==> src/rtl/ncp_params.svh <==
// constants of the nand command and address port controller
//
// Summary of operation
// device holds busy low during long operations
// busy line is open drain, never floats
// static spare select: low includes, high skips
// address cycles: A0-A7, A9-A16, A17-A24
// column first, then low row, high row
// A8 never sent; 00h/01h pick half
// device ignores surplus address cycles
// upper eight lines low on command/address
// word-wide data uses all sixteen lines
// write strobe pulsed low with select low
// command latch, address latch, else data
// single-cycle commands 00h/01h/50h/90h/FFh/70h
// two-cycle ops: 80h-10h, 00h-8Ah, confirm executes
// read and program take three address cycles
// erase: 60h, two row cycles, D0h
// while busy only FFh and 70h accepted
// 01h exists only on byte-wide part
// controller never sends undefined command codes
// 65536 pages of 528 bytes or 264 words
// spare columns 512-527 or 256-263
// erase only whole blocks, 2048 blocks
// read strobe fall presents next word
// write protect low blocks program and erase
// busy device ignores deselect until done
// device model holds busy for configured time
// reset command aborts, readies, selects first half
`ifndef NCP_PARAMS_SVH
`define NCP_PARAMS_SVH

// clock and strobe timing
`define NCP_CLK_NS        5
`define NCP_T_LOW_NS      25
`define NCP_T_HIGH_NS     20
`define NCP_T_LOW_CYC     ((`NCP_T_LOW_NS + `NCP_CLK_NS - 1) / `NCP_CLK_NS)
`define NCP_T_HIGH_CYC    ((`NCP_T_HIGH_NS + `NCP_CLK_NS - 1) / `NCP_CLK_NS)

// register byte offsets
`define NCP_REG_CTRL      5'h00
`define NCP_REG_ADDR      5'h04
`define NCP_REG_CMD       5'h08
`define NCP_REG_DATA      5'h0c
`define NCP_REG_STATUS    5'h10

// control fields
`define NCP_CTRL_WP_REL   0
`define NCP_CTRL_SPARE    1
`define NCP_CTRL_CE_HOLD  2
`define NCP_CTRL_RESET    3'h0

// status fields
`define NCP_STAT_READY    0
`define NCP_STAT_ERROR    1
`define NCP_STAT_WP_REL   2

// command codes
`define NCP_CMD_READ_A    8'h00
`define NCP_CMD_READ_B    8'h01
`define NCP_CMD_READ_SP   8'h50
`define NCP_CMD_IDENT     8'h90
`define NCP_CMD_RESET     8'hff
`define NCP_CMD_PROG      8'h80
`define NCP_CMD_PROG_GO   8'h10
`define NCP_CMD_COPY_GO   8'h8a
`define NCP_CMD_ERASE     8'h60
`define NCP_CMD_ERASE_GO  8'hd0
`define NCP_CMD_STATUS    8'h70

`endif

==> src/rtl/ncp_pkg.sv <==
// types of the nand command and address port controller
package ncp_pkg;

    // sequencer states of the controller
    typedef enum logic [2:0] {
        NCP_S_IDLE = 3'b000,
        NCP_S_CMD  = 3'b001,
        NCP_S_ADDR = 3'b010,
        NCP_S_DATA = 3'b011,
        NCP_S_FIN  = 3'b100
    } ncp_seq_t;

    // phases of one strobe cycle on the pins
    typedef enum logic [1:0] {
        NCP_P_IDLE  = 2'b00,
        NCP_P_SETUP = 2'b01,
        NCP_P_LOW   = 2'b10,
        NCP_P_HIGH  = 2'b11
    } ncp_phase_t;

endpackage

==> src/rtl/ncp_ctrl.sv <==
// nand flash controller: avalon register slave driving the flash pins
`timescale 1ns/100ps
`default_nettype none
`include "ncp_params.svh"
module ncp_ctrl import ncp_pkg::*; #(
    parameter bit WIDE = 1'b0                // 1 for the word-wide part
) (
    input  wire logic        REF_CLK,
    input  wire logic        RST,
    input  wire logic [4:0]  AVS_ADDRESS,     // byte address
    input  wire logic        AVS_READ,
    input  wire logic        AVS_WRITE,
    input  wire logic [31:0] AVS_WRITEDATA,
    output logic [31:0]      AVS_READDATA,
    output logic             AVS_WAITREQUEST,
    input  wire logic [15:0] NAND_IO_IN,
    output logic [15:0]      NAND_IO_OUT,
    output logic             NAND_IO_OE_N,
    output logic             NAND_CLE,
    output logic             NAND_ALE,
    output logic             NAND_CE_N,
    output logic             NAND_WE_N,
    output logic             read_strobe_n,
    output logic             NAND_WP_N,
    output logic             NAND_SPARE_SKIP, // static spare-area select
    input  wire logic        NAND_RB          // high when ready
);
    // command legality for this part
    function automatic logic cmd_legal(input logic [7:0] c);
        unique case (c)
            `NCP_CMD_READ_A, `NCP_CMD_READ_SP, `NCP_CMD_IDENT, `NCP_CMD_RESET,
            `NCP_CMD_PROG, `NCP_CMD_PROG_GO, `NCP_CMD_COPY_GO, `NCP_CMD_ERASE,
            `NCP_CMD_ERASE_GO, `NCP_CMD_STATUS: cmd_legal = 1'b1;
            `NCP_CMD_READ_B: cmd_legal = !WIDE;
            default:         cmd_legal = 1'b0;
        endcase
    endfunction

    // number of address cycles following a command
    function automatic logic [1:0] addr_cycles(input logic [7:0] c);
        unique case (c)
            `NCP_CMD_READ_A, `NCP_CMD_READ_B, `NCP_CMD_READ_SP,
            `NCP_CMD_PROG:   addr_cycles = 2'd3;
            `NCP_CMD_ERASE:  addr_cycles = 2'd2;
            `NCP_CMD_IDENT:  addr_cycles = 2'd1;
            default:         addr_cycles = 2'd0;
        endcase
    endfunction

    ncp_seq_t     st_q, st_d;                 // sequencer state
    logic [2:0]   ctrl_q, ctrl_d;             // control register
    logic [24:0]  addr_q, addr_d;             // flash address, bit 8 unused
    logic [7:0]   cmd_q, cmd_d;               // last command sent
    logic         err_q, err_d;               // sticky refusal flag
    logic [1:0]   left_q, left_d;             // address cycles still to go
    logic [1:0]   aidx_q, aidx_d;             // which address byte is next
    logic         erase_q, erase_d;           // row-only addressing
    logic [31:0]  rdat_q, rdat_d;             // bus read data
    logic         rb_q;                       // sampled ready line

    logic         cyc_start, cyc_read, cyc_cmd, cyc_addr, cyc_done;
    logic [15:0]  cyc_wdata, cyc_rdata;
    logic         err_set;
    logic [7:0]   abyte;

    // ready line is an open-drain status pin, sampled each cycle
    always_ff @(posedge REF_CLK) begin
        if (RST) begin
            rb_q <= 1'b1;
        end else begin
            rb_q <= NAND_RB;
        end
    end

    // address byte for the current cycle; A8 is never put on the pins
    always_comb begin
        unique case (aidx_q)
            2'd0:    abyte = addr_q[7:0];
            2'd1:    abyte = addr_q[16:9];
            default: abyte = addr_q[24:17];
        endcase
    end

    // sequencer and register file
    always_comb begin
        st_d      = st_q;
        ctrl_d    = ctrl_q;
        addr_d    = addr_q;
        cmd_d     = cmd_q;
        err_set   = 1'b0;
        left_d    = left_q;
        aidx_d    = aidx_q;
        erase_d   = erase_q;
        rdat_d    = rdat_q;
        cyc_start = 1'b0;
        cyc_read  = 1'b0;
        cyc_cmd   = 1'b0;
        cyc_addr  = 1'b0;
        cyc_wdata = '0;
        unique case (st_q)
            NCP_S_IDLE: begin
                if (AVS_WRITE) begin
                    st_d = NCP_S_FIN;
                    unique case (AVS_ADDRESS)
                        `NCP_REG_CTRL: ctrl_d = AVS_WRITEDATA[2:0];
                        `NCP_REG_ADDR: addr_d = AVS_WRITEDATA[24:0];
                        `NCP_REG_CMD: begin
                            // undefined codes, and all but reset and status while busy, are refused
                            if (!cmd_legal(AVS_WRITEDATA[7:0])) begin
                                err_set = 1'b1;
                            end else if (!rb_q && AVS_WRITEDATA[7:0] != `NCP_CMD_RESET &&
                                         AVS_WRITEDATA[7:0] != `NCP_CMD_STATUS) begin
                                err_set = 1'b1;
                            end else begin
                                st_d      = NCP_S_CMD;
                                cmd_d     = AVS_WRITEDATA[7:0];
                                cyc_start = 1'b1;
                                cyc_cmd   = 1'b1;
                                cyc_wdata = {8'h00, AVS_WRITEDATA[7:0]};
                                left_d    = addr_cycles(AVS_WRITEDATA[7:0]);
                                erase_d   = (AVS_WRITEDATA[7:0] == `NCP_CMD_ERASE);
                                aidx_d    = (AVS_WRITEDATA[7:0] == `NCP_CMD_ERASE) ? 2'd1 : 2'd0;
                            end
                        end
                        `NCP_REG_DATA: begin
                            // data cycle: both latches low
                            st_d      = NCP_S_DATA;
                            cyc_start = 1'b1;
                            cyc_wdata = WIDE ? AVS_WRITEDATA[15:0]
                                             : {8'h00, AVS_WRITEDATA[7:0]};
                        end
                        `NCP_REG_STATUS: ;                                          // error cleared below
                        default: ;                                                  // unmapped: ignored
                    endcase
                end else if (AVS_READ) begin
                    st_d = NCP_S_FIN;
                    unique case (AVS_ADDRESS)
                        `NCP_REG_CTRL:   rdat_d = {29'h0, ctrl_q};
                        `NCP_REG_ADDR:   rdat_d = {7'h0, addr_q};
                        `NCP_REG_CMD:    rdat_d = {24'h0, cmd_q};
                        `NCP_REG_STATUS: rdat_d = {29'h0, ctrl_q[`NCP_CTRL_WP_REL], err_q, rb_q};
                        `NCP_REG_DATA: begin
                            // a read word costs one read strobe on the pins
                            st_d      = NCP_S_DATA;
                            cyc_start = 1'b1;
                            cyc_read  = 1'b1;
                        end
                        default:         rdat_d = 32'h0;                            // unmapped reads zero
                    endcase
                end
            end
            NCP_S_CMD, NCP_S_ADDR: begin
                // after the command, address cycles follow immediately
                if (cyc_done) begin
                    if (left_q != 2'd0) begin
                        st_d      = NCP_S_ADDR;
                        cyc_start = 1'b1;
                        cyc_addr  = 1'b1;
                        cyc_wdata = {8'h00, abyte};
                        left_d    = left_q - 2'd1;
                        aidx_d    = aidx_q + 2'd1;
                    end else begin
                        st_d = NCP_S_FIN;
                    end
                end
            end
            NCP_S_DATA: begin
                if (cyc_done) begin
                    st_d   = NCP_S_FIN;
                    rdat_d = WIDE ? {16'h0, cyc_rdata} : {24'h0, cyc_rdata[7:0]};
                end
            end
            NCP_S_FIN: st_d = NCP_S_IDLE;
            default:   st_d = NCP_S_IDLE;     // unused codes recover to idle
        endcase
        // sticky error: a new refusal wins over a write-one clear
        err_d = err_set | (err_q & !(st_q == NCP_S_IDLE && AVS_WRITE &&
                                     AVS_ADDRESS == `NCP_REG_STATUS &&
                                     AVS_WRITEDATA[`NCP_STAT_ERROR]));
    end

    // register stage
    always_ff @(posedge REF_CLK) begin
        if (RST) begin
            st_q    <= NCP_S_IDLE;
            ctrl_q  <= `NCP_CTRL_RESET;
            addr_q  <= '0;
            cmd_q   <= `NCP_CMD_READ_A;
            err_q   <= 1'b0;
            left_q  <= '0;
            aidx_q  <= '0;
            erase_q <= 1'b0;
            rdat_q  <= '0;
        end else begin
            st_q    <= st_d;
            ctrl_q  <= ctrl_d;
            addr_q  <= addr_d;
            cmd_q   <= cmd_d;
            err_q   <= err_d;
            left_q  <= left_d;
            aidx_q  <= aidx_d;
            erase_q <= erase_d;
            rdat_q  <= rdat_d;
        end
    end

    // one strobe cycle engine shared by every kind of cycle
    ncp_cycle #(
        .CW      (4)
    ) u_cycle (
        .clk     (REF_CLK),
        .rst     (RST),
        .start   (cyc_start),
        .is_read (cyc_read),
        .is_cmd  (cyc_cmd),
        .is_addr (cyc_addr),
        .wdata   (cyc_wdata),
        .io_in   (NAND_IO_IN),
        .done    (cyc_done),
        .rdata   (cyc_rdata),
        .we_n    (NAND_WE_N),
        .re_n    (read_strobe_n),
        .cle     (NAND_CLE),
        .ale     (NAND_ALE),
        .io_out  (NAND_IO_OUT),
        .io_oe_n (NAND_IO_OE_N)
    );

    // answer comes only in the finish state, entered on the same edge that registers the data
    assign AVS_WAITREQUEST = (st_q != NCP_S_FIN);
    assign AVS_READDATA    = rdat_q;
    // chip select low during any sequence, or held by software across a page
    assign NAND_CE_N       = !((st_q != NCP_S_IDLE && st_q != NCP_S_FIN) ||
                               ctrl_q[`NCP_CTRL_CE_HOLD]);
    // protect stays asserted until software releases it
    assign NAND_WP_N       = ctrl_q[`NCP_CTRL_WP_REL];
    assign NAND_SPARE_SKIP = ctrl_q[`NCP_CTRL_SPARE];
endmodule
`default_nettype wire

==> src/rtl/ncp_cycle.sv <==
// one bus cycle on the flash pins: command, address, data write or data read
`timescale 1ns/100ps
`default_nettype none
`include "ncp_params.svh"
module ncp_cycle import ncp_pkg::*; #(
    parameter int CW = 4                     // width of the phase counter
) (
    input  wire logic        clk,
    input  wire logic        rst,
    input  wire logic        start,          // one-cycle request
    input  wire logic        is_read,        // read strobe instead of write strobe
    input  wire logic        is_cmd,         // command latch during the cycle
    input  wire logic        is_addr,        // address latch during the cycle
    input  wire logic [15:0] wdata,          // value to drive
    input  wire logic [15:0] io_in,          // pins as sampled
    output logic             done,           // one-cycle pulse at the end
    output logic [15:0]      rdata,          // captured read word
    output logic             we_n,
    output logic             re_n,
    output logic             cle,
    output logic             ale,
    output logic [15:0]      io_out,
    output logic             io_oe_n         // low while this end drives
);
    localparam logic [CW-1:0] LOW_CNT  = CW'(`NCP_T_LOW_CYC - 1);
    localparam logic [CW-1:0] HIGH_CNT = CW'(`NCP_T_HIGH_CYC - 1);

    ncp_phase_t    ph_q, ph_d;               // current phase
    logic [CW-1:0] cnt_q, cnt_d;             // cycles left in the phase
    logic          rd_q, rd_d;               // cycle is a read
    logic          cle_q, cle_d;
    logic          ale_q, ale_d;
    logic [15:0]   out_q, out_d;             // driven value
    logic [15:0]   rdat_q, rdat_d;           // captured read value
    logic          done_d;

    // phase sequencing: setup, strobe low, strobe high
    always_comb begin
        ph_d   = ph_q;
        cnt_d  = cnt_q;
        rd_d   = rd_q;
        cle_d  = cle_q;
        ale_d  = ale_q;
        out_d  = out_q;
        rdat_d = rdat_q;
        done_d = 1'b0;
        unique case (ph_q)
            NCP_P_IDLE: begin
                cle_d = 1'b0;
                ale_d = 1'b0;
                if (start) begin
                    // latches settle one cycle before the strobe falls
                    ph_d  = NCP_P_SETUP;
                    rd_d  = is_read;
                    cle_d = is_cmd;
                    ale_d = is_addr;
                    out_d = wdata;
                end
            end
            NCP_P_SETUP: begin
                ph_d  = NCP_P_LOW;
                cnt_d = LOW_CNT;
            end
            NCP_P_LOW: begin
                if (cnt_q == '0) begin
                    // read data sampled late in the low phase, after access time
                    if (rd_q) begin
                        rdat_d = io_in;
                    end
                    ph_d  = NCP_P_HIGH;
                    cnt_d = HIGH_CNT;
                end else begin
                    cnt_d = cnt_q - 1'b1;
                end
            end
            NCP_P_HIGH: begin
                // value and latches held through high phase for hold time
                if (cnt_q == '0) begin
                    ph_d   = NCP_P_IDLE;
                    done_d = 1'b1;
                end else begin
                    cnt_d = cnt_q - 1'b1;
                end
            end
        endcase
    end

    // register stage
    always_ff @(posedge clk) begin
        if (rst) begin
            ph_q   <= NCP_P_IDLE;
            cnt_q  <= '0;
            rd_q   <= 1'b0;
            cle_q  <= 1'b0;
            ale_q  <= 1'b0;
            out_q  <= '0;
            rdat_q <= '0;
            done   <= 1'b0;
        end else begin
            ph_q   <= ph_d;
            cnt_q  <= cnt_d;
            rd_q   <= rd_d;
            cle_q  <= cle_d;
            ale_q  <= ale_d;
            out_q  <= out_d;
            rdat_q <= rdat_d;
            done   <= done_d;
        end
    end

    // strobes decoded from the registered phase
    assign we_n    = !(ph_q == NCP_P_LOW && !rd_q);
    assign re_n    = !(ph_q == NCP_P_LOW && rd_q);
    assign io_oe_n = (ph_q == NCP_P_IDLE) || rd_q;
    assign cle     = cle_q;
    assign ale     = ale_q;
    assign io_out  = out_q;
    assign rdata   = rdat_q;
endmodule
`default_nettype wire

==> config.mk <==
export PLATFORM = sky130hd
export DESIGN_NAME = ncp_ctrl
export DESIGN_NICKNAME = d
export VERILOG_FILES = /design/src/rtl/ncp_pkg.sv /design/src/rtl/ncp_ctrl.sv /design/src/rtl/ncp_cycle.sv
export VERILOG_INCLUDE_DIRS = /design/src /design/src/rtl
export SDC_FILE = /design/constraint.sdc
export NUM_CORES = 1
export LEC_CHECK = 0
export ABC_CLOCK_PERIOD_IN_PS = 3900
export BUFFER_PORTS_ARGS = -buffer_cell sky130_fd_sc_hd__buf_2
export CAP_MARGIN = 15
export CORE_ASPECT_RATIO = 0.75
export CORE_MARGIN = 1
export CORE_UTILIZATION = 40
export DETAILED_ROUTE_END_ITERATION = 6
export GPL_ROUTABILITY_DRIVEN = 0
export MAX_ROUTING_LAYER = met4
export PLACE_DENSITY = 0.6
export SLEW_MARGIN = 20
export SYNTH_ARGS = -nofsm -noshare
export SYNTH_HDL_FRONTEND = slang
export SYNTH_SLANG_ARGS = --single-unit
==> constraint.sdc <==
create_clock -name REF_CLK -period 3.9 [get_ports REF_CLK]
set_input_delay 0.195 -clock REF_CLK [delete_from_list [all_inputs] [get_ports REF_CLK]]
set_output_delay 0.195 -clock REF_CLK [all_outputs]
set_load 0.01 [all_outputs]
Word-level counts from Yosys, hierarchy flattened --
Cells that the tools add are included.
Storage, ports and cells: register bits 111, bits of input ports 58, output and inout bits 57
Operators by class: $add $sub $neg 3, equal/unequal tests 39, muxes and demuxes 73, bitwise operators 4, reductions and logical operators 41
Operator list (count):
- $pmux W32 S5 | 1
- $mux W32 | 3
- $pmux W32 S2 | 1
- $pmux W8 S2 | 3
- $eq A8 B8 Y1 const B | 5
- $mux W8 | 5
- $mux W2 | 15
- $mux W1 | 26
- $eq A8 B7 Y1 const B | 3
- $mux W3 | 8
- $ne A2 B2 Y1 const B | 9
- $reduce_and A3 Y1 | 5
- $pmux W4 S3 | 1
- $reduce_or A11 Y1 | 1
- $eq A5 B4 Y1 const B | 2
- $ne A2 B1 Y1 const B | 5
- $reduce_and A5 Y1 | 2
- $pmux W3 S3 | 1
- $eq A8 B1 Y1 const B | 1
- $eq A8 B5 Y1 const B | 1
- $logic_and A1 B1 Y1 | 8
- $logic_not A8 Y1 | 1
- $mux W4 | 2
- $ne A8 B7 Y1 const B | 1
- 31 further kinds | 50

Depth between registers and ports, before layout --
Gate-level depths: netlist of the first run.
depth in word-level cells 12, gate-level depth with buffers 8, gate-level depth less buffers 8

Modules after synthesis --
From an unflattened synthesis of the first run, not the netlist that was laid out.
Second synthesis, totals: cell total of the unflattened synthesis 654, area total of the unflattened synthesis 5166.2 sq um
By module, submodules not included:
- ncp_ctrl | times used 1, cells each 446, area each 3472.1 sq um, seq. area each 1401.3 sq um
- ncp_cycle | times used 1, cells each 208, area each 1694.1 sq um, seq. area each 840.8 sq um

Worst setup path before layout of the first run --
OpenSTA, ideal clock, no wires.
path type input -> register, from input AVS_ADDRESS[4], to register u_cycle.out_q[1] (netlist: u_cycle.io_out[1]), data arrival time 1.925 ns, required time 3.768 ns, setup slack 1.843 ns, stages 8, path through buf_6 or4b_4 nor2_4 nand2_2 a2111oi_4 or2_1 buf_4 a311oi_1
Between the ends: longest elaborated chain between the ends 6, elaborated cells on any way between the ends 11, classes of those cells eq/ne: 2; mux: 8; reduce/logical: 1
Ends and longest elaborated chain:
- start: declaration | RTL line ncp_ctrl.sv:10 | input wire logic [4:0] AVS_ADDRESS,
- $eq A5 B4 Y1 | RTL line ncp_ctrl.sv:104, ncp_ctrl.sv:137
- $mux W1 | RTL line ncp_ctrl.sv:137 | unique case (AVS_ADDRESS)
- $mux W1 | RTL line ncp_ctrl.sv:135 | end else if (AVS_READ) begin
- $mux W1 | RTL line ncp_ctrl.sv:102 | if (AVS_WRITE) begin
- $pmux W1 S2 | RTL line ncp_ctrl.sv:100 | unique case (st_q)
- $reduce_and A2 Y1 (no source line)
- end signal: assignment | RTL line ncp_cycle.sv:105 | out_q <= out_d;
- end: declaration | RTL line ncp_cycle.sv:33 | logic [15:0] out_q, out_d;
Several ways; a longest one is shown, not always the timed one. A chain may end at the register's enable or synchronous reset.

Worst setup path after layout of the first run --
from register st_q[0], to register rdat_q[24] (netlist: AVS_READDATA[24])
Between the ends: longest elaborated chain between the ends 3, elaborated cells on any way between the ends 9, classes of those cells eq/ne: 5; mux: 1; reduce/logical: 3
Ends and longest elaborated chain:
- start: declaration | RTL line ncp_ctrl.sv:50 | ncp_seq_t st_q, st_d;
- start signal: assignment | RTL line ncp_ctrl.sv:195 | st_q <= st_d;
- $eq A3 B2 Y1 / $logic_not A3 Y1 (equally long branches) | RTL line ncp_ctrl.sv:100
- $ne A2 B1 Y1 (no source line) (tied with other cells)
- $reduce_and A5 Y1 (no source line)
- end signal: assignment | RTL line ncp_ctrl.sv:203 | rdat_q <= rdat_d;
- end: declaration | RTL line ncp_ctrl.sv:58 | logic [31:0] rdat_q, rdat_d;
Several ways; a longest one is shown, not always the timed one.

==> results of run 1 <==
==> worst reg2reg max path: stages, from the launching register on <==
cell	delay (ns)
dfxtp_1	0.38
nor2_1	0.30
nand2_1	0.23
nor3b_1	0.46
o22a_1	0.85
nand3_1	0.24
a21oi_1	0.22
==> cells by family (layout without fill, tap and decap cells) <==
| kind of cell | after synthesis | after routing | share of synthesized area, % |
|---|---|---|---|
| other | 1 | 15 | 0.07923 |
| xor gates and xnor gates | 5 | 5 | 0.9254 |
| and+or+nand+nor | 222 | 222 | 22.55 |
| adders and majority gates | 8 | 8 | 2.115 |
| DFF | 96 | 96 | 40.60 |
| AOI/OAI and AO/OA | 158 | 158 | 21.65 |
| buffers and inverters | 68 | 112 | 7.428 |
| muxes | 22 | 22 | 4.652 |
==> metal layers <==
| metal | global-route usage (%) | vias up |
|---|---|---|
| li1 | - | 2131 |
| met1 | 29.45 | 2115 |
| met2 | 32.33 | 155 |
| met3 | 5.225 | 18 |
| met4 | 6.765 | 0 |
| met5 | - | - |
==> final cells by class <==
type,instances,area share [%]
inverter,12,0.8322
multi-input combinational,430,46.67
clock inverter,4,0.9940
tap,162,3.745
timing repair buffer,85,7.952
clock buffer,11,4.300
sequential,96,35.51
==> sequential cells by signal (all words and copies together), names as in the netlist <==
register / flops
err_q: 1
u_cycle.rd_q: 1
u_cycle.ph_q: 2
u_cycle.done: 1
u_cycle.cle: 1
u_cycle.io_out: 8
rb_q: 1
addr_q: 25
ctrl_q: 3
aidx_q: 2
u_cycle.cnt_q: 4
AVS_READDATA: 25
cmd_q: 8
u_cycle.ale: 1
st_q: 3
left_q: 2
u_cycle.rdata: 8
==> per-stage QoR <==
step,cells,hold WS [ns],power [mW],util [%]
finish,800,0.03096,2.291,46.78
global route,800,0.03420,2.403,46.78
CTS,800,0.02481,2.302,46.71
detailed placement,785,0.3853,1.437,44.24
global placement,785,0.3848,1.425,44.21
floorplan,594,0.2988,1.342,-
==> worst paths after layout <==
path	startpoint	end	slack, ns	depth (start not counted)
max	st_q[0]$_SDFFE_PP0P_	AVS_READDATA[24]$_SDFFE_PP0P_	1.14	6
max reg2reg	st_q[0]$_SDFFE_PP0P_	AVS_READDATA[24]$_SDFFE_PP0P_	1.14	6
min reg2reg	AVS_READDATA[19]$_SDFFE_PP0P_	AVS_READDATA[19]$_SDFFE_PP0P_	0.45	2
min	NAND_RB	rb_q$_SDFF_PP1_	0.03	2
==> where the power goes <==
group | total [mW] | internal, mW | switching [mW]
Combinational | 0.379 | 0.129 | 0.250
Sequential | 1.04 | 1.01 | 0.0315
Clock | 0.869 | 0.496 | 0.373
==> cell usage in the layout, fill, tap and decap left out, types with 4 or more instances in the layout <==
master     instances
dfxtp_1           96
nand2_1           90
nand2b_1           6
clkbuf_16          9
nor3_1            20
and3_1             4
o211ai_1           8
nor2_1            43
ha_1               8
mux2i_1           22
o21ai_0           12
conb_1            15
a21oi_1           83
and2_1             4
nand3_1           27
a211oi_1           8
a22oi_1            5
a221o_1            5
buf_2             83
o2bb2ai_1          6
a22o_1             6
inv_1             12
==> results.toml, run 1 <==
[run_status]
status = "completed"

[logic_synthesis]
avgSynthCellArea_sq_um = 8.161
yosysTopAreaCell = "dfxtp_1"
ys_types = 61
synth_area_sq_um = 4733
synth_commonest_cells = "dfxtp_1, nand2_1, a21oi_1"
synth_warnings = 0
yosysTopAreaCellShare_pct = 40.60
synth_seq_cells = 96
yosys_most_used_dff = "dfxtp_1"
async_flop_share_pct = 0
ys_seq_area_share_pct = 40.60
netlist_instances = 580
synth-edff-count = 0
synth_area_leaders = "dfxtp_1, a21oi_1, nand2_1, mux2i_1, nor2_1"
yosysMostFrequentCell = "dfxtp_1"

[layout]
nFillCells = 1158
multiInputGateArea_sq_um = 2526
syn2layout_area_growth_pct = 14.35
drive_gt1_share_pct = 18.18
ff_latch_area_sq_um = 1922
fin_area_sq_um = 5413
n_antenna_cell = 0
final_nets = 700

[critical_path]
crit_type = "register to register"
path_cells = "nor2_1, nand2_1, nor3b_1, o22a_1, nand3_1, a21oi_1"
path_delay_family = "simple AND/OR/NAND/NOR gates"
crit_path_top_delay_cell = "o22a_1"
crit_arrival_ns = 3.02
path_max_fanout = 25
endpoint_kind = "register"
critPathRequiredTime_ns = 4.16
setup.worst_path.start_class = "register"
path_buf_inv = 0
slowest_delay_ns = 0.85

[route]
drtAntennaViolNets = 0
vias_per_cell = 5.524
route.met3.wl_microns = 837
wire_per_inst_microns = 16.06
routed_wl_microns = 12850
wl_met1_microns = 6186
drc = 0
dr_total_vias = 4419
dr.pass1.iters = 5
drtIter0Drc = 310
top_layer = "met4"
wl_met2_microns = 5667

[sta]
rsz0062_at_grt = "no"
setup_viol_count_final = 0
finalWorstSetupSlack_ns = 1.142
worst_slew_pin_slew_ns = 0.9445
skew_ns = 0.007100
layout_min_cycle_time_ns = 2.758
finalSetupTns_ns = 0
hold_violations = 0
fin_crit_sh_pct = 70.73
fmax_ghz = 0.3625
slew_violations = 0
slew-limit-headroom_pct = 37.03

[clock_network]
numCtsBuffers = 9
cts_tree = "built"
h-tree-depth = 3
post_cts_buffers = 0
cts_resized = 0
clock_path_buffers = 2
worstSkewPairLatency_ns = 0.34
hold_buffers = 0
root_buffer = "clkbuf_16"
cts.sink_count = 96
cts.clk_slew.worst_paths_ns = 0.07

[place]
place_area_sq_um = 5119
place_ws_ns = 1.222
io_buffers = 84
dpl.hpwl_microns = 9132

[flow_run]
drv_cap = 0

[global_routing]
grt_pass1_vias = 3942
grt_max_degree = 69
grt-ovfl-total = 0
antenna_found_initial = 0
track_usage_pct = 21.86
grt_pass1_wl_microns = 20120

[floorplan]
ios = 115
initial_utilization_pct = 40.91
dieArea_sq_um = 12280
dieHeight_microns = 96.21
placement_rows = 34
core-area_sq_um = 11570
chipWidth_microns = 127.6

[power]
ir_drop_mv = 0.2203
powerDensity_nw_per_um2 = 423.3
power.leakage_nw = 1.971

[hold_path]
hp-class = "input port to register"
Note: power is estimated with default switching activity, not from simulation.
==> inputs of run 2 (changes only) <==
--- a/config.mk
+++ b/config.mk
@@ -6,7 +6,7 @@
 export SDC_FILE = /design/constraint.sdc
 export NUM_CORES = 1
 export LEC_CHECK = 0
-export ABC_CLOCK_PERIOD_IN_PS = 3900
+export ABC_CLOCK_PERIOD_IN_PS = 2800
 export BUFFER_PORTS_ARGS = -buffer_cell sky130_fd_sc_hd__buf_2
 export CAP_MARGIN = 15
 export CORE_ASPECT_RATIO = 0.75
==> constraint.sdc (replaced) <==
create_clock -name REF_CLK -period 2.8 [get_ports REF_CLK]
set_input_delay 0.14 -clock REF_CLK [delete_from_list [all_inputs] [get_ports REF_CLK]]
set_output_delay 0.14 -clock REF_CLK [all_outputs]
set_load 0.01 [all_outputs]
==> run 2 against run 1 <==
First-iteration DRC count is 7.1% lower. Die area unchanged. Total power grew 46%. Sequential power is 39% higher. Worst setup slack got worse by 0.65 ns. Utilization is 1.1 points higher. Clock skew is 0.0015 ns lower. Sequential share of layout area is 0.80 points lower. Final area up 2.3%. Register-to-register slack worse by 0.65 ns. Global-route usage is 0.73 points higher. Final cell count rose by 1.8%. Critical path type unchanged. Largest cell class unchanged.
==> results.toml, run 2 (same netlist as run 1, synthesis figures left out) <==
[clock_network]
post_cts_buffers = 0
root_buffer = "clkbuf_16"
worstSkewPairLatency_ns = 0.35
cts.sink_count = 96
clock_path_buffers = 2
h-tree-depth = 3
cts_resized = 0
hold_buffers = 1
numCtsBuffers = 9
cts_tree = "built"
cts.clk_slew.worst_paths_ns = 0.07

[layout]
instances_no_fill = 814
fin_util_pct = 47.86
multiInputGateArea_sq_um = 2519
drive_gt1_share_pct = 19.94
ff_latch_area_sq_um = 1922
n_antenna_cell = 0
mostFrequentLayoutCell = "dfxtp_1"
syn2layout_area_growth_pct = 17.00
final_cell_mix = "dfxtp_1, nand2_1, buf_2, a21oi_1, nor2_1"
nFillCells = 1191
final_nets = 713

[critical_path]
path_max_fanout = 10
path_cells = "inv_1, ha_1, or4b_1, o31a_1, a21oi_2, or2_1, a311oi_1"
crit_path_top_delay_cell = "or4b_1"
critPathRequiredTime_ns = 3.01
slowest_delay_ns = 0.53
setup.worst_path.start_class = "register"
endpoint_kind = "register"
reg2reg_depth = 7
critPathLaunch = "left_q[0]$_SDFFE_PP0P_"
crit_arrival_ns = 2.52
crit_type = "register to register"
rr_startpoint = "left_q[0]$_SDFFE_PP0P_"

[route]
drtAntennaViolNets = 0
wire_per_inst_microns = 16.13
vias_per_cell = 5.414
drtIter0Drc = 288
dr.pass1.iters = 5
routed_wl_microns = 13130
drc = 0
dr_total_vias = 4407

[sta]
fin_crit_sh_pct = 82.27
finalWorstSetupSlack_ns = 0.4965
rsz0062_at_grt = "no"
worst_slew_pin_slew_ns = 0.6366
hold_violations = 0
skew_ns = 0.005627
slew-limit-headroom_pct = 57.56
slew_violations = 0
layout_min_cycle_time_ns = 2.303
finalSetupTns_ns = 0
setup_viol_count_final = 0
fmax_ghz = 0.4341

[place]
dp.cells = 797
dpl.hpwl_microns = 9519
io_buffers = 84
place_ws_ns = 0.4555

[floorplan]
chipWidth_microns = 127.6
dieHeight_microns = 96.21
placement_rows = 34
initial_utilization_pct = 40.91
dieArea_sq_um = 12280
core-area_sq_um = 11570
ios = 115

[hold_path]
hp-class = "input port to register"
holdPathStages = 3
min_from = "NAND_IO_IN[7]"

[power]
ir_drop_mv = 0.4023
power.leakage_nw = 2.053
powerDensity_nw_per_um2 = 606.0

[global_routing]
grt_pass1_vias = 3898
antenna_found_initial = 0
grt_max_degree = 45
track_usage_pct = 22.59
grt-ovfl-total = 0
grt_pass1_wl_microns = 20580

[flow_run]
drv_cap = 0

[run_status]
status = "completed"
==> run 2: power by group <==
group	internal, mW	total, mW	switching [mW]
combinational	0.195	0.557	0.363
sequential	1.41	1.45	0.0424
clock	0.788	1.35	0.559
==> run 2: layout make-up <==
class | instances | share of cell area, %
multi-input combinational | 430 | 45.48
sequential | 96 | 34.70
timing repair buffer | 98 | 9.535
clock buffer | 10 | 4.135
tap | 162 | 3.660
clock inverter | 6 | 1.672
inverter | 12 | 0.8134
==> run 2: routing by layer <==
layer	up-vias	global-route usage [%]	share of wire [%]
met1	2082	31.97	50
met2	155	32.74	42
li1	2157	-	-
met3	13	4.058	6.9
met5	-	-	0
met4	0	6.373	1.1
==> run 2: metrics by stage <==
step           total power, mW  hold slack (ns)  cell area [sq um]
2_1_floorplan            1.869           0.2438               4786
3_3_place_gp             2.017           0.3353               5206
3_5_place_dp             2.033           0.3422               5206
4_1_cts                  3.371          0.02251               5538
5_1_grt                  3.489          0.02692               5538
6_report                 3.356          0.02700               5538
==> run 2: path summary, 6_finish.rpt <==
kind / end / slack (ns)
hold / removal: u_cycle.rdata[7]$_SDFFE_PP0P_ / 0.03
setup / recovery: u_cycle.io_out[3]$_SDFFE_PP0P_ / 0.50
hold reg to reg: AVS_READDATA[17]$_SDFFE_PP0P_ / 0.45
setup reg to reg: u_cycle.io_out[3]$_SDFFE_PP0P_ / 0.50
==> run 2: critical path: cells and delay by family, from the launching register on <==
kind | cells | cell delay, ns
compound gates | 3 | 0.71
flops | 1 | 0.33
buf+inv | 1 | 0.06
simple gates | 2 | 0.85
fa+ha+maj | 1 | 0.22
==> inputs of run 3 (changes only) <==
--- a/config.mk
+++ b/config.mk
@@ -6,7 +6,7 @@
 export SDC_FILE = /design/constraint.sdc
 export NUM_CORES = 1
 export LEC_CHECK = 0
-export ABC_CLOCK_PERIOD_IN_PS = 2800
+export ABC_CLOCK_PERIOD_IN_PS = 2400
 export BUFFER_PORTS_ARGS = -buffer_cell sky130_fd_sc_hd__buf_2
 export CAP_MARGIN = 15
 export CORE_ASPECT_RATIO = 0.75
==> constraint.sdc (replaced) <==
create_clock -name REF_CLK -period 2.4 [get_ports REF_CLK]
set_input_delay 0.12 -clock REF_CLK [delete_from_list [all_inputs] [get_ports REF_CLK]]
set_output_delay 0.12 -clock REF_CLK [all_outputs]
set_load 0.01 [all_outputs]
==> run 3 against run 2 <==
Total power grew 15%. Hold slack worse by 0.020 ns. Register-to-register slack got worse by 0.26 ns. Routed wire length decreased by 1.7%. Non-clock buffer count up 8. First-iteration DRC count rose by 19%. Clock skew grew 0.0064 ns. Global-route usage is 0.091 points lower. Largest cell class unchanged.
==> results.toml, run 3 (same netlist as run 1, synthesis figures left out) <==
[place]
dpl.hpwl_microns = 9433
place_area_sq_um = 5266
place_ws_ns = 0.2047
io_buffers = 84

[global_routing]
grt_pass1_vias = 4029
grt-ovfl-total = 0
track_usage_pct = 22.50
grt_pass1_wl_microns = 20670
grt_max_degree = 45
antenna_found_initial = 0

[sta]
slew-limit-headroom_pct = 58.38
layout_min_cycle_time_ns = 2.164
finalWorstSetupSlack_ns = 0.2364
skew_ns = 0.01206
worst_slew_pin_slew_ns = 0.6196
setup_viol_count_final = 0
finalSetupTns_ns = 0
whs_ns = 0.007268
rsz0062_at_grt = "no"
slew_violations = 0
hold_violations = 0
fin_crit_sh_pct = 90.15
fmax_ghz = 0.4622

[critical_path]
setup.worst_path.start_class = "register"
crit_arrival_ns = 2.44
reg2reg_depth = 7
r2r-end = "AVS_READDATA[24]$_SDFFE_PP0P_"
rr_startpoint = "st_q[0]$_SDFFE_PP0P_"
path_max_fanout = 25
critPathRequiredTime_ns = 2.68
crit_type = "register to register"
rrSetupSlack_ns = 0.24
endpoint_kind = "register"

[run_status]
status = "completed"

[power]
powerDensity_nw_per_um2 = 689.5
power.leakage_nw = 2.093
ir_drop_mv = 0.4367

[route]
wire_per_inst_microns = 15.70
dr.pass1.iters = 5
drtIter0Drc = 342
drtAntennaViolNets = 0
vias_per_cell = 5.438
drc = 0
routed_wl_microns = 12910
dr_total_vias = 4470

[layout]
final_nets = 721
fin_area_sq_um = 5589
mostFrequentLayoutCell = "dfxtp_1"
n_antenna_cell = 0
final_cell_mix = "dfxtp_1, nand2_1, buf_2, a21oi_1, nor2_1"
syn2layout_area_growth_pct = 18.08
drive_gt1_share_pct = 21.06

[floorplan]
ios = 115
dieArea_sq_um = 12280
placement_rows = 34
core-area_sq_um = 11570
chipWidth_microns = 127.6
dieHeight_microns = 96.21
initial_utilization_pct = 40.91

[clock_network]
worstSkewPairLatency_ns = 0.35
cts.clk_slew.worst_paths_ns = 0.07
cts.sink_count = 96
clock_path_buffers = 2
numCtsBuffers = 9
cts_tree = "built"
h-tree-depth = 3
root_buffer = "clkbuf_16"

[hold_path]
min_from = "AVS_WRITEDATA[18]"
hold_end = "addr_q[18]$_SDFFE_PP0P_"
hp-class = "input port to register"
holdPathStages = 3

[flow_run]
drv_cap = 0
-- run 3: stage by stage --
stage          total power [mW]  instances  util (%)
3_5_place_dp              2.369        805     45.51
2_1_floorplan             2.181        594         -
6_report                  3.853        822     48.30
3_3_place_gp              2.351        805     45.51
4_1_cts                   3.876        822     48.30
5_1_grt                   4.027        822     48.30
-- run 3: worst max-delay path by stage --
stage / startpoint / end / cells after the start
6_report: st_q[0]$_SDFFE_PP0P_ / AVS_READDATA[24]$_SDFFE_PP0P_ / 7
5_1_grt: st_q[0]$_SDFFE_PP0P_ / u_cycle.io_out[1]$_SDFFE_PP0P_ / 7
4_1_cts: left_q[0]$_SDFFE_PP0P_ / u_cycle.io_out[3]$_SDFFE_PP0P_ / 8
3_5_place_dp: AVS_WRITEDATA[2] / u_cycle.io_out[3]$_SDFFE_PP0P_ / 8
3_3_place_gp: AVS_WRITEDATA[0] / cmd_q[4]$_SDFFE_PP0P_ / 8
2_1_floorplan: AVS_ADDRESS[4] / u_cycle.io_out[1]$_SDFFE_PP0P_ / 8
-- run 3: final cells by class --
type,instances,area [sq um]
Inverter,12,45.04
Multi-Input combinational cell,430,2519
Sequential cell,96,1922
Clock buffer,10,239.0
Tap cell,162,202.7
Timing Repair Buffer,106,588.1
Clock inverter,6,73.82
Fill cell,1190,5982
-- run 3: what timing repair did --
action                    CTS  global route
setup buffers               0             0
gates resized for setup     0             0
hold endpoints to repair    1             0
hold buffers                1             0
-- run 3: power breakdown --
part | switching, mW | total, mW | leakage, nW | internal, mW
Combinational | 0.419 | 0.653 | 1.17 | 0.234
Sequential | 0.0430 | 1.69 | 0.775 | 1.64
Clock | 0.663 | 1.51 | 0.148 | 0.852
Total | 1.12 | 3.85 | 2.09 | 2.73
-- run 3: metal layers --
| metal | global-route usage (%) | up-vias | routed length (microns) |
|---|---|---|---|
| li1 | - | 2173 | - |
| met1 | 31.31 | 2113 | 6315 |
| met2 | 32.79 | 173 | 5518 |
| met3 | 6.059 | 11 | 939 |
| met4 | 4.020 | 0 | 132 |
| met5 | - | - | 0 |
-- run 3: worst max-delay path: stages, from the launching register on --
cell	delay [ns]
dfxtp_1	0.38
nor2_1	0.32
nand2_1	0.21
nor3b_1	0.36
o22a_1	0.20
buf_4	0.27
nand3_1	0.17
a21oi_1	0.17
